$ cat config.mk
export PLATFORM = sky130hd
export DESIGN_NAME = rtdra_top
export DESIGN_NICKNAME = d
export VERILOG_FILES = /design/src/verilog/rtdra_pkg.sv /design/src/verilog/rtdra_top.sv
export SDC_FILE = /design/constraint.sdc
export NUM_CORES = 1
export LEC_CHECK = 0
export BUFFER_PORTS_ARGS = -buffer_cell sky130_fd_sc_hd__buf_2
export CAP_MARGIN = 40
export CORE_ASPECT_RATIO = 0.9
export CORE_MARGIN = 4
export CORE_UTILIZATION = 64
export DETAILED_ROUTE_END_ITERATION = 10
export PLACE_DENSITY = 0.83
export SLEW_MARGIN = 20
export SYNTH_ARGS = -nofsm -noshare
export SYNTH_HDL_FRONTEND = slang
export SYNTH_SLANG_ARGS = --single-unit
$ cat constraint.sdc
create_clock -name core_clk -period 11.8 [get_ports core_clk]
set_input_delay 0.59 -clock core_clk [delete_from_list [all_inputs] [get_ports core_clk]]
set_output_delay 0.59 -clock core_clk [all_outputs]
set_load 0.01 [all_outputs]
$ cat src/verilog/rtdra_pkg.sv
// Purpose: Shared constants and carriers for the sensor terminal register access
// Assumes: One channel, one process-image exchange per strobe
// Notes:   Register numbers are the six-bit numbers carried in the control byte
package rtdra_pkg;

  // Control byte fields
  localparam int unsigned CB_REG_MODE_BIT = 7;
  localparam int unsigned CB_WRITE_BIT    = 6;
  localparam int unsigned CB_NUM_HI       = 5;
  localparam int unsigned CB_NUM_W        = 6;

  // Register numbers
  localparam logic [5:0] REG_FW_VERSION   = 6'h09;
  localparam logic [5:0] REG_UNLOCK_KEY   = 6'h1f;
  localparam logic [5:0] REG_FEATURE_CFG  = 6'h20;
  localparam logic [5:0] REG_USER_OFFSET  = 6'h21;
  localparam logic [5:0] REG_USER_GAIN    = 6'h22;
  localparam logic [5:0] REG_FILTER_SEL   = 6'h25;
  localparam logic [5:0] REG_LINE_RES_CAL = 6'h26;
  localparam logic [5:0] REG_USER_FIRST   = 6'h20;

  // Reset values and keys
  localparam logic [15:0] FEATURE_RST    = 16'h0040;
  localparam logic [15:0] OFFSET_RST     = 16'h0000;
  localparam logic [15:0] GAIN_RST       = 16'h0100;
  localparam logic [15:0] FILTER_RST     = 16'h0000;
  localparam logic [15:0] LINE_RES_RST   = 16'h0000;
  localparam logic [15:0] CODE_WORD_RST  = 16'h0000;
  localparam logic [15:0] UNLOCK_KEY_VAL = 16'h1235;

  // Feature register fields
  localparam int unsigned FC_SCALING_EN = 0;
  localparam int unsigned FC_WDOG_EN    = 2;
  localparam int unsigned FC_LEGACY_EN  = 4;
  localparam int unsigned FC_HUNDREDTHS = 5;

  // Scaling constants
  localparam int unsigned GAIN_FRAC_BITS = 8;
  localparam int          TENTHS_DIV     = 10;
  localparam int unsigned LEGACY_SHIFT   = 3;
  localparam int unsigned LINE_RES_PER_OHM = 32;

  // Status byte in process data mode
  localparam int unsigned SB_WDOG_BIT = 1;

  // Watchdog timing
  localparam int unsigned CLK_HZ      = 20000000;
  localparam int unsigned WDOG_MS     = 100;
  localparam int unsigned WDOG_CYCLES = CLK_HZ / 1000 * WDOG_MS;

  // Process image bytes, high data byte before low data byte
  typedef struct packed {
    logic [7:0] ctrl;
    logic [7:0] data_hi;
    logic [7:0] data_lo;
  } rtdra_pi_t;

endpackage

$ cat src/verilog/rtdra_top.sv
// Purpose: Register bank and byte protocol of a resistance sensor terminal channel
// Assumes: Exchange inputs are synchronous to core_clk; one strobe per exchange
// Notes:   Stored user register values take effect only on a terminal restart pulse; the code word acts at once
`timescale 1ns/1ps

module rtdra_top #(
  parameter int unsigned WDOG_LIMIT = rtdra_pkg::WDOG_CYCLES,
  parameter logic [15:0] FW_VERSION = 16'h3130  // Arbitrary two-character version
) (
  input  wire logic               core_clk,
  input  wire logic               resetn,
  input  wire logic               ce,
  input  wire logic               restart,
  input  wire logic               xchg_valid,
  input  wire rtdra_pkg::rtdra_pi_t pi_out,
  input  wire logic [15:0]        meas_value,
  output rtdra_pkg::rtdra_pi_t    pi_in,
  output logic                    wdog_trip,
  output logic [15:0]             act_feature,
  output logic [15:0]             act_filter,
  output logic [15:0]             act_line_res
);
  import rtdra_pkg::*;

  //////////////////////////////////////////////////////////////////////////
  // Reset release

  logic       rst_meta_q;
  logic       rst_sync_q;
  wire  logic rst_n = rst_sync_q;

  // Reset is applied at once but released only on a clock edge, so
  // no register leaves reset out of step with its neighbours
  // Two-stage release of the asynchronous reset
  always_ff @(posedge core_clk or negedge resetn) begin
    if (!resetn) begin
      rst_meta_q <= 1'b0;
      rst_sync_q <= 1'b0;
    end else begin
      rst_meta_q <= 1'b1;
      rst_sync_q <= rst_meta_q;
    end
  end

  //////////////////////////////////////////////////////////////////////////
  // Control byte decode

  logic [7:0]  ctrl;
  logic [15:0] wr_word;
  logic        reg_mode;
  logic        wr_req;
  logic        rd_req;
  logic [5:0]  reg_num;
  logic        unlocked;
  logic        wr_ok;

  // Only a strobed byte with bit 7 set can touch a register
  // Fields of the incoming exchange
  always_comb begin
    ctrl     = pi_out.ctrl;
    wr_word  = {pi_out.data_hi, pi_out.data_lo};
    reg_mode = xchg_valid && ctrl[CB_REG_MODE_BIT];
    wr_req   = reg_mode && ctrl[CB_WRITE_BIT];
    rd_req   = reg_mode && !ctrl[CB_WRITE_BIT];
    reg_num  = ctrl[CB_NUM_HI:0];
  end

  //////////////////////////////////////////////////////////////////////////
  // Code word and write protection

  logic [15:0] code_word_q;

  // A restart in the same cycle as a key write wins, so protection
  // is always back in force after any restart
  // Code word register, always writable, cleared on restart
  always_ff @(posedge core_clk or negedge rst_n) begin
    if (!rst_n) begin
      code_word_q <= CODE_WORD_RST;
    end else if (ce) begin
      if (restart) begin
        code_word_q <= CODE_WORD_RST;
      end else if (wr_req && reg_num == REG_UNLOCK_KEY) begin
        code_word_q <= wr_word;
      end
    end
  end

  // Refused writes are silent: the acknowledge is still returned
  // User registers accept writes only with the key in place
  always_comb begin
    unlocked = (code_word_q == UNLOCK_KEY_VAL);
    wr_ok    = wr_req && !restart && unlocked &&
               (reg_num >= REG_USER_FIRST);
  end

  //////////////////////////////////////////////////////////////////////////
  // Stored user registers

  logic [15:0] feature_q;
  logic [15:0] offset_q;
  logic [15:0] gain_q;
  logic [15:0] filter_q;
  logic [15:0] line_res_q;

  // Readback shows the stored value, not the one in use, so a host
  // can check its writes before it restarts the terminal
  // Stored values, readable back at once
  always_ff @(posedge core_clk or negedge rst_n) begin
    if (!rst_n) begin
      feature_q  <= FEATURE_RST;
      offset_q   <= OFFSET_RST;
      gain_q     <= GAIN_RST;
      filter_q   <= FILTER_RST;
      line_res_q <= LINE_RES_RST;
    end else if (ce && wr_ok) begin
      unique case (reg_num)
        REG_FEATURE_CFG:  feature_q  <= wr_word;
        REG_USER_OFFSET:  offset_q   <= wr_word;
        REG_USER_GAIN:    gain_q     <= wr_word;
        REG_FILTER_SEL:   filter_q   <= wr_word;
        REG_LINE_RES_CAL: line_res_q <= wr_word;
        default: ;
      endcase
    end
  end

  //////////////////////////////////////////////////////////////////////////
  // Active configuration

  logic [15:0] act_feature_q;
  logic [15:0] act_offset_q;
  logic [15:0] act_gain_q;
  logic [15:0] act_filter_q;
  logic [15:0] act_line_res_q;

  // Holding a separate active copy keeps a half-written setup from
  // reaching the measurement path between writes
  // Values in use change only at a terminal restart
  always_ff @(posedge core_clk or negedge rst_n) begin
    if (!rst_n) begin
      act_feature_q  <= FEATURE_RST;
      act_offset_q   <= OFFSET_RST;
      act_gain_q     <= GAIN_RST;
      act_filter_q   <= FILTER_RST;
      act_line_res_q <= LINE_RES_RST;
    end else if (ce && restart) begin
      act_feature_q  <= feature_q;
      act_offset_q   <= offset_q;
      act_gain_q     <= gain_q;
      act_filter_q   <= filter_q;
      act_line_res_q <= line_res_q;
    end
  end

  assign act_feature  = act_feature_q;
  assign act_filter   = act_filter_q;
  assign act_line_res = act_line_res_q;

  //////////////////////////////////////////////////////////////////////////
  // Measurement path

  logic signed [15:0] meas_s;
  logic signed [15:0] res_val;
  logic signed [16:0] gain_s;
  logic signed [31:0] prod;
  logic signed [31:0] scaled;
  logic        [15:0] meas_word;

  // Limitation: the scaled sum is cut to 16 bits with no saturation,
  // so extreme gain or offset values wrap around
  // Gain is an unsigned multiplier, so it is widened with a zero on top
  // Resolution, user scaling, then optional legacy format
  always_comb begin
    meas_s = signed'(meas_value);
    if (act_feature_q[FC_HUNDREDTHS]) begin
      res_val = meas_s;
    end else begin
      res_val = 16'(meas_s / 16'(TENTHS_DIV));
    end
    gain_s = signed'({1'b0, act_gain_q});
    prod   = 32'(res_val) * 32'(gain_s);
    scaled = (prod >>> GAIN_FRAC_BITS) + 32'(signed'(act_offset_q));
    if (act_feature_q[FC_SCALING_EN]) begin
      meas_word = scaled[15:0];
    end else begin
      meas_word = res_val;
    end
    if (act_feature_q[FC_LEGACY_EN]) begin
      meas_word = meas_word << LEGACY_SHIFT;
    end
  end

  //////////////////////////////////////////////////////////////////////////
  // Communication watchdog

  logic [31:0] wdog_cnt_q;
  logic        wdog_trip_q;

  // An exchange in the expiry cycle wins: data did arrive in time
  // The count stops one below the limit, so the counter never wraps
  // Counts idle cycles since the last exchange
  always_ff @(posedge core_clk or negedge rst_n) begin
    if (!rst_n) begin
      wdog_cnt_q  <= 32'h0000_0000;
      wdog_trip_q <= 1'b0;
    end else if (ce) begin
      if (xchg_valid || !act_feature_q[FC_WDOG_EN]) begin
        wdog_cnt_q  <= 32'h0000_0000;
        wdog_trip_q <= 1'b0;
      end else if (wdog_cnt_q >= WDOG_LIMIT - 1) begin
        wdog_trip_q <= 1'b1;
      end else begin
        wdog_cnt_q <= wdog_cnt_q + 32'h0000_0001;
      end
    end
  end

  assign wdog_trip = wdog_trip_q;

  //////////////////////////////////////////////////////////////////////////
  // Register read mux

  logic [15:0] rd_word;

  // Numbers without storage, other than the version, answer zero rather than stale data
  // Unlisted register numbers read as zero
  always_comb begin
    unique case (reg_num)
      REG_FW_VERSION:   rd_word = FW_VERSION;
      REG_UNLOCK_KEY:   rd_word = code_word_q;
      REG_FEATURE_CFG:  rd_word = feature_q;
      REG_USER_OFFSET:  rd_word = offset_q;
      REG_USER_GAIN:    rd_word = gain_q;
      REG_FILTER_SEL:   rd_word = filter_q;
      REG_LINE_RES_CAL: rd_word = line_res_q;
      default:          rd_word = 16'h0000;
    endcase
  end

  //////////////////////////////////////////////////////////////////////////
  // Answer to the controller

  logic [7:0]  stat_d;
  logic [15:0] data_d;

  // Write acknowledges carry a zero word; the host must ignore it
  // Status byte and input word for this exchange
  always_comb begin
    if (rd_req) begin
      stat_d = ctrl;
      data_d = rd_word;
    end else if (wr_req) begin
      stat_d = ctrl & ~(8'h01 << CB_WRITE_BIT);
      data_d = 16'h0000;
    end else begin
      stat_d = 8'h00;
      stat_d[SB_WDOG_BIT] = wdog_trip_q;
      data_d = meas_word;
    end
  end

  // The answer stands until the next taken exchange, so a slow host
  // may sample it at any later cycle
  // Answer registered on the exchange strobe
  always_ff @(posedge core_clk or negedge rst_n) begin
    if (!rst_n) begin
      pi_in <= '0;
    end else if (ce && xchg_valid) begin
      pi_in.ctrl    <= stat_d;
      pi_in.data_hi <= data_d[15:8];
      pi_in.data_lo <= data_d[7:0];
    end
  end

endmodule

After elaboration in Yosys (flattened, before gate mapping)
Cells that the tools add are included.
{ "totals": {"ff_bits": 235, "input_bits": 45, "out_inout_bits": 73} }
{ "op_classes": {"n_addsub": 2, "n_mul": 1, "div_mod_pow": 1, "magnitude_cmp": 2, "eq_ne": 9, "mux": 14, "reduce_logical": 24} }
{ "op_table": {"columns": ["operator", "n"], "rows": [
  ["$mux 16", 7],
  ["$pmux 16 s7", 1],
  ["$mux 32", 2],
  ["$add 32x1->32 const B", 1],
  ["$ge 32x21->1 const B", 1],
  ["$eq 6x6->1 const B", 5],
  ["$mul 16x17->24", 1],
  ["$add 16x16->16", 1],
  ["$div 16x5->16 const B", 1],
  ["$eq 16x13->1 const B", 1],
  ["$mux 8", 2],
  ["$reduce_and 2->1", 8],
  ["$logic_and 1x1->1", 10],
  ["$eq 6x4->1 const B", 1],
  ["$eq 6x5->1 const B", 1],
  ["$ge 6x6->1 const B", 1],
  ["$reduce_bool 2->1", 2],
  ["$logic_not 1->1", 3],
  ["$mux 1", 2],
  ["$ne 2x2->1 const B", 1],
  ["$logic_or 1x1->1", 1]
]} }

Longest topological paths before layout
{ "logic_depth": {"word_depth": 8, "depth_mapped": 68, "mapped_depth_nobuf": 65} }

Worst setup path after synthesis
Ideal clock, no wire load.
{ "synth_path": {"path_type": "input -> register", "start": "input meas_value[5]", "end": "register pi_in[15] (netlist name)", "setup_ps": 125, "t_arrival_ps": 13949, "t_required_ps": 11675, "setup_slack_ps": -2274, "cell_stages": 66, "path_buffers": 4, "path_cell_list": "buf_6 -> or4_4 -> buf_6 -> or3_4 -> mux2_4 -> and3_1 -> o2111a_1 -> nor3_4 -> nand3_4 -> o32ai_4 -> nor4_1 -> or2_4 -> maj3_2 -> a211o_1 -> and2_4 -> buf_6 -> o221ai_1 -> o221ai_2 -> [30 not listed] -> o21bai_1 -> a21oi_1 -> o21bai_1 -> a21oi_1 -> o21bai_1 -> a21oi_1 -> o21bai_1 -> a21oi_1 -> o21bai_1 -> a21oi_1 -> xnor2_1 -> xnor2_1 -> xnor2_1 -> xnor2_1 -> xnor2_1 -> xnor2_1 -> xor2_1 -> a21oi_1"} }
{ "synth_between": {"elab_chain_cells": 8} }
{ "synth_lines": {"columns": ["item", "line_no", "text"], "rows": [
  ["from (decl)", "rtdra_top.sv:16", "input wire logic [15:0] meas_value,"],
  ["$div 16x5->16", "rtdra_top.sv:178", "res_val = 16'(meas_s / 16'(TENTHS_DIV));"],
  ["$mux 16 (*)", "rtdra_top.sv:175", "if (act_feature_q[FC_HUNDREDTHS]) begin"],
  ["$mul 16x17->24", "rtdra_top.sv:181", "prod = 32'(res_val) * 32'(gain_s);"],
  ["$add 16x16->16", "rtdra_top.sv:182", "scaled = (prod >>> GAIN_FRAC_BITS) + 32'(signed'(act_offset_q));"],
  ["$mux 16 (*)", "rtdra_top.sv:183", "if (act_feature_q[FC_SCALING_EN]) begin"],
  ["$mux 16 (*)", "rtdra_top.sv:188", "if (act_feature_q[FC_LEGACY_EN]) begin"],
  ["$mux 16 (*)", "rtdra_top.sv:252", "end else if (wr_req) begin"],
  ["$mux 16 (*)", "rtdra_top.sv:249", "if (rd_req) begin"],
  ["to (decl)", "rtdra_top.sv:17", "output rtdra_pkg::rtdra_pi_t pi_in,"]
]} }
Every way passes the cells marked *; elsewhere a longest branch is shown, timed or not.
A chain may end at the register's enable or synchronous reset.

Final worst setup path
Same ends and word-level chain as after synthesis.

==> results by group <==
Yosys
  – Ys flop type: dfrtp_1
  – Synth cell types: 103
  – Synth warn: 0
  – Synthesized Nets: 2412
  – Register area share after synthesis: 0.2866
  – Synth Instances: 2103
  – Avg Synthesized Cell Area: 9.766 um2
  – EDFF count, synth: 0
  – Synthesized flop and latch total: 235
  – Post-Syn Area: 20540 um2
  – Asr flop ratio synth: 1.000

Setup path
  – Crit path max-delay cell type: or4_4
  – FF-to-FF setup slack: 2.57 ns
  – Setup crit start kind: input pin
  – Worst r2r path cells: 45
  – Crit. End Element: flip-flop
  – WS Path Type: in -> reg
  – Worst path max stage delay: 0.60 ns
  – Worst-path fanout max: 6
  – Critical Path AT: 14.42 ns
  – Worst reg2reg startpoint: act_feature[5]$_DFFE_PN0P_
  – Critical Path RT: 12.20 ns
  – R2r endpoint: pi_in[15]$_DFFE_PN0P_

Cells and area
  – Fill cells: 1597
  – Most frequent cells in the layout: 338 x buf_4, 233 x inv_1, 230 x dfrtp_1
  – Final cell count without fillers: 2939
  – Fin area: 26360 um2
  – Most common cell after layout, fill and taps aside: buf_4
  – Syn-to-layout area delta: 28.34%
  – Reg area: 5889 um2
  – Final Core Density: 0.8423
  – Largest register FFs: 32
  – Top flop regs: wdog_cnt_q: 32 flops, pi_in: 24 flops
  – Share of layout cells above drive strength 1: 0.3788
  – Final Net Count: 2823
  – Top reg by flops: wdog_cnt_q
  – Multi-input logic area: 14640 um2

GRT
  – GRT Total Usage: 0.3986
  – Vias in the first global route: 20.12k
  – First-pass GRT wire length: 110700 um
  – Largest net degree at the start of global routing: 68
  – Initial antenna violation count: 1
  – Congestion Overflow GR: 0

Place
  – Gpl congestion: 0.9731
  – Cell Area, Placed: 23950 um2
  – Placed insts: 2834
  – IO Port Bufs: 117
  – Worst slack, placed: -2.594 ns
  – DPL Wire Length: 47400 um

CTS
  – Number of buffers created by CTS: 22
  – Clock edge transition at the registers on the reported setup and hold paths: 0.08 ns
  – Max Root-Sink Buffers: 3
  – Clock root buffer master: clkbuf_16
  – Maximum level of the CTS H-tree: 1
  – Skew-Pair Late Insertion Delay: 0.52 ns
  – CTS tree: built
  – Clock Sinks: 235

Timing
  – Slew Viols, Final: 0
  – Worst slew pin tran: 1.031 ns
  – Max Fclk: 71.31 MHz
  – Final worst-path cycle share: 1.188
  – Max-slew headroom: 0.3074
  – Tmin final: 14.02 ns
  – RSZ-0062 raised after global routing: yes
  – Setup violators final: 13
  – Final hold vios: 0
  – Setup ws final: -2.224 ns
  – Final Skew: 0.01908 ns

Floorplanning
  – IO Pins: 118
  – Die width: 196.8 um
  – Die Y: 177.9 um
  – Core footprint: 31290 um2
  – Site Rows: 61
  – Starting density of the core: 0.6563
  – Die Area: 35020 um2

Min path
  – Worst Hold Class: reg -> async

Drt
  – Drt pass-1 iters: 7
  – DR vias/cell: 6.630
  – Routed len/inst: 25.61 um
  – DR iter-0 viols: 2610
  – WL final: 75260 um
  – DRC violations left: 0
  – Antenna-violating nets left: 0
  – Vias: 19.49k

Flow run
  – Max-cap viol count: 0

Power
  – Static Leak: 12.96 nW
  – Power per Cell Area: 115.6 nW/um2
  – Tot Pwr: 0.003048 W
  – Peak supply drop: 0.0001606 V

Run status
  – Violated checks: setup timing
  – Outcome: complete, but fails checks
## final cells by class
type / count / area share
inverters: 248 / 0.03541
repair buffers: 491 / 0.1382
multi-input cells: 1516 / 0.5554
clock inverters: 8 / 0.003560
clock buffers: 31 / 0.02449
flip-flops and latches: 235 / 0.2234
well taps: 409 / 0.01941
diodes: 1 / 0.00009494
## how the worst max path moves through the flow
stage / from / endpoint / slack, ns / cells after the start
after floorplan: meas_value[5] / pi_in[15]$_DFFE_PN0P_ / -1.33 / 67
after detailed placement: meas_value[0] / pi_in[15]$_DFFE_PN0P_ / -2.59 / 64
final: meas_value[5] / pi_in[15]$_DFFE_PN0P_ / -2.22 / 67
after CTS: meas_value[1] / pi_in[15]$_DFFE_PN0P_ / -1.51 / 69
after global placement: meas_value[0] / pi_in[15]$_DFFE_PN0P_ / -2.23 / 65
after global routing: meas_value[5] / pi_in[15]$_DFFE_PN0P_ / -2.66 / 68
## power by group
group | internal [W] | switching [W] | leakage (nW)
clock | 0.000426 | 0.000332 | 0.369
combinational | 0.000662 | 0.000786 | 9.36
sequential | 0.000825 | 0.0000173 | 3.24
## metrics by stage
stage,TNS (ns),hold slack (ns)
global placement,-18.04,0.3347
global route,-20.65,0.3805
finish,-15.59,0.3323
detailed placement,-21.45,0.3448
CTS,-9.919,0.3467
floorplan,-4.539,0.2944
## cell usage after synthesis (9+ instances only)
cell        n  area (um2)
dfrtp_1   231        5781
nand3_1    30       150.1
ha_1       95        1189
o21ai_0    68       340.3
xnor2_1    61       534.3
nor3_1     18       90.09
a21oi_1    74       370.4
nand2b_1   16       100.1
a21o_1      9       67.56
and2_1    105       656.9
o21ai_1    10       50.05
nor2_1    105       394.1
a221o_1    12       120.1
a31oi_1    11       68.82
inv_1     248       930.9
a22o_1     19       166.4
or3_1      11       68.82
mux2i_1    26       260.3
nand2_1   204       765.7
clkbuf_1   85       319.1
nor4_1     11       68.82
buf_1      11       41.29
or2_2       9       56.30
mux2_2    179        2016
xor2_1     33       289.0
and3_1     18       112.6
o21bai_1   11       82.58
nor2b_1    28       175.2
fa_1      169        3383
## cell families (layout without fill, tap and decap cells)
| logic type | Yosys count | count (layout) | synth area share |
|---|---|---|---|
| and+or+nand+nor | 600 | 600 | 0.1477 |
| AOI/OAI and AO/OA | 347 | 347 | 0.1229 |
| buffers and inverters | 352 | 778 | 0.06573 |
| muxes | 206 | 206 | 0.1115 |
| xor gates and xnor gates | 96 | 96 | 0.04167 |
| adders and majority gates | 266 | 266 | 0.2236 |
| other | 1 | 2 | 0.0001826 |
| DFF | 235 | 235 | 0.2866 |
## critical path: cells and delay by family
| family | cells | cell delay (ns) |
|---|---|---|
| AO/OA/AOI/OAI | 29 | 5.27 |
| adder cells (fa/ha/maj) | 9 | 3.35 |
| AND/OR/NAND/NOR | 8 | 2.11 |
| XOR/XNOR | 11 | 1.92 |
| buffers and inverters | 10 | 1.19 |
## metal layers
layer | up-vias | global-route usage | wire (um)
met5 | - | 0 | 0
met2 | 1617 | 0.6433 | 34370
met1 | 9413 | 0.5188 | 26570
met3 | 522 | 0.08751 | 8872
li1 | 7935 | - | -
met4 | 0 | 0.1846 | 5449
## timing repair
item                                    CTS  global route
pin swaps                                99           116
resized for setup                       139           116
buffers inserted                         64            29
hold buffers                              1             0
endpoints found under the hold margin     2             0
endpoints found under the setup margin   14            15
(Power assumes the default switching activity.)
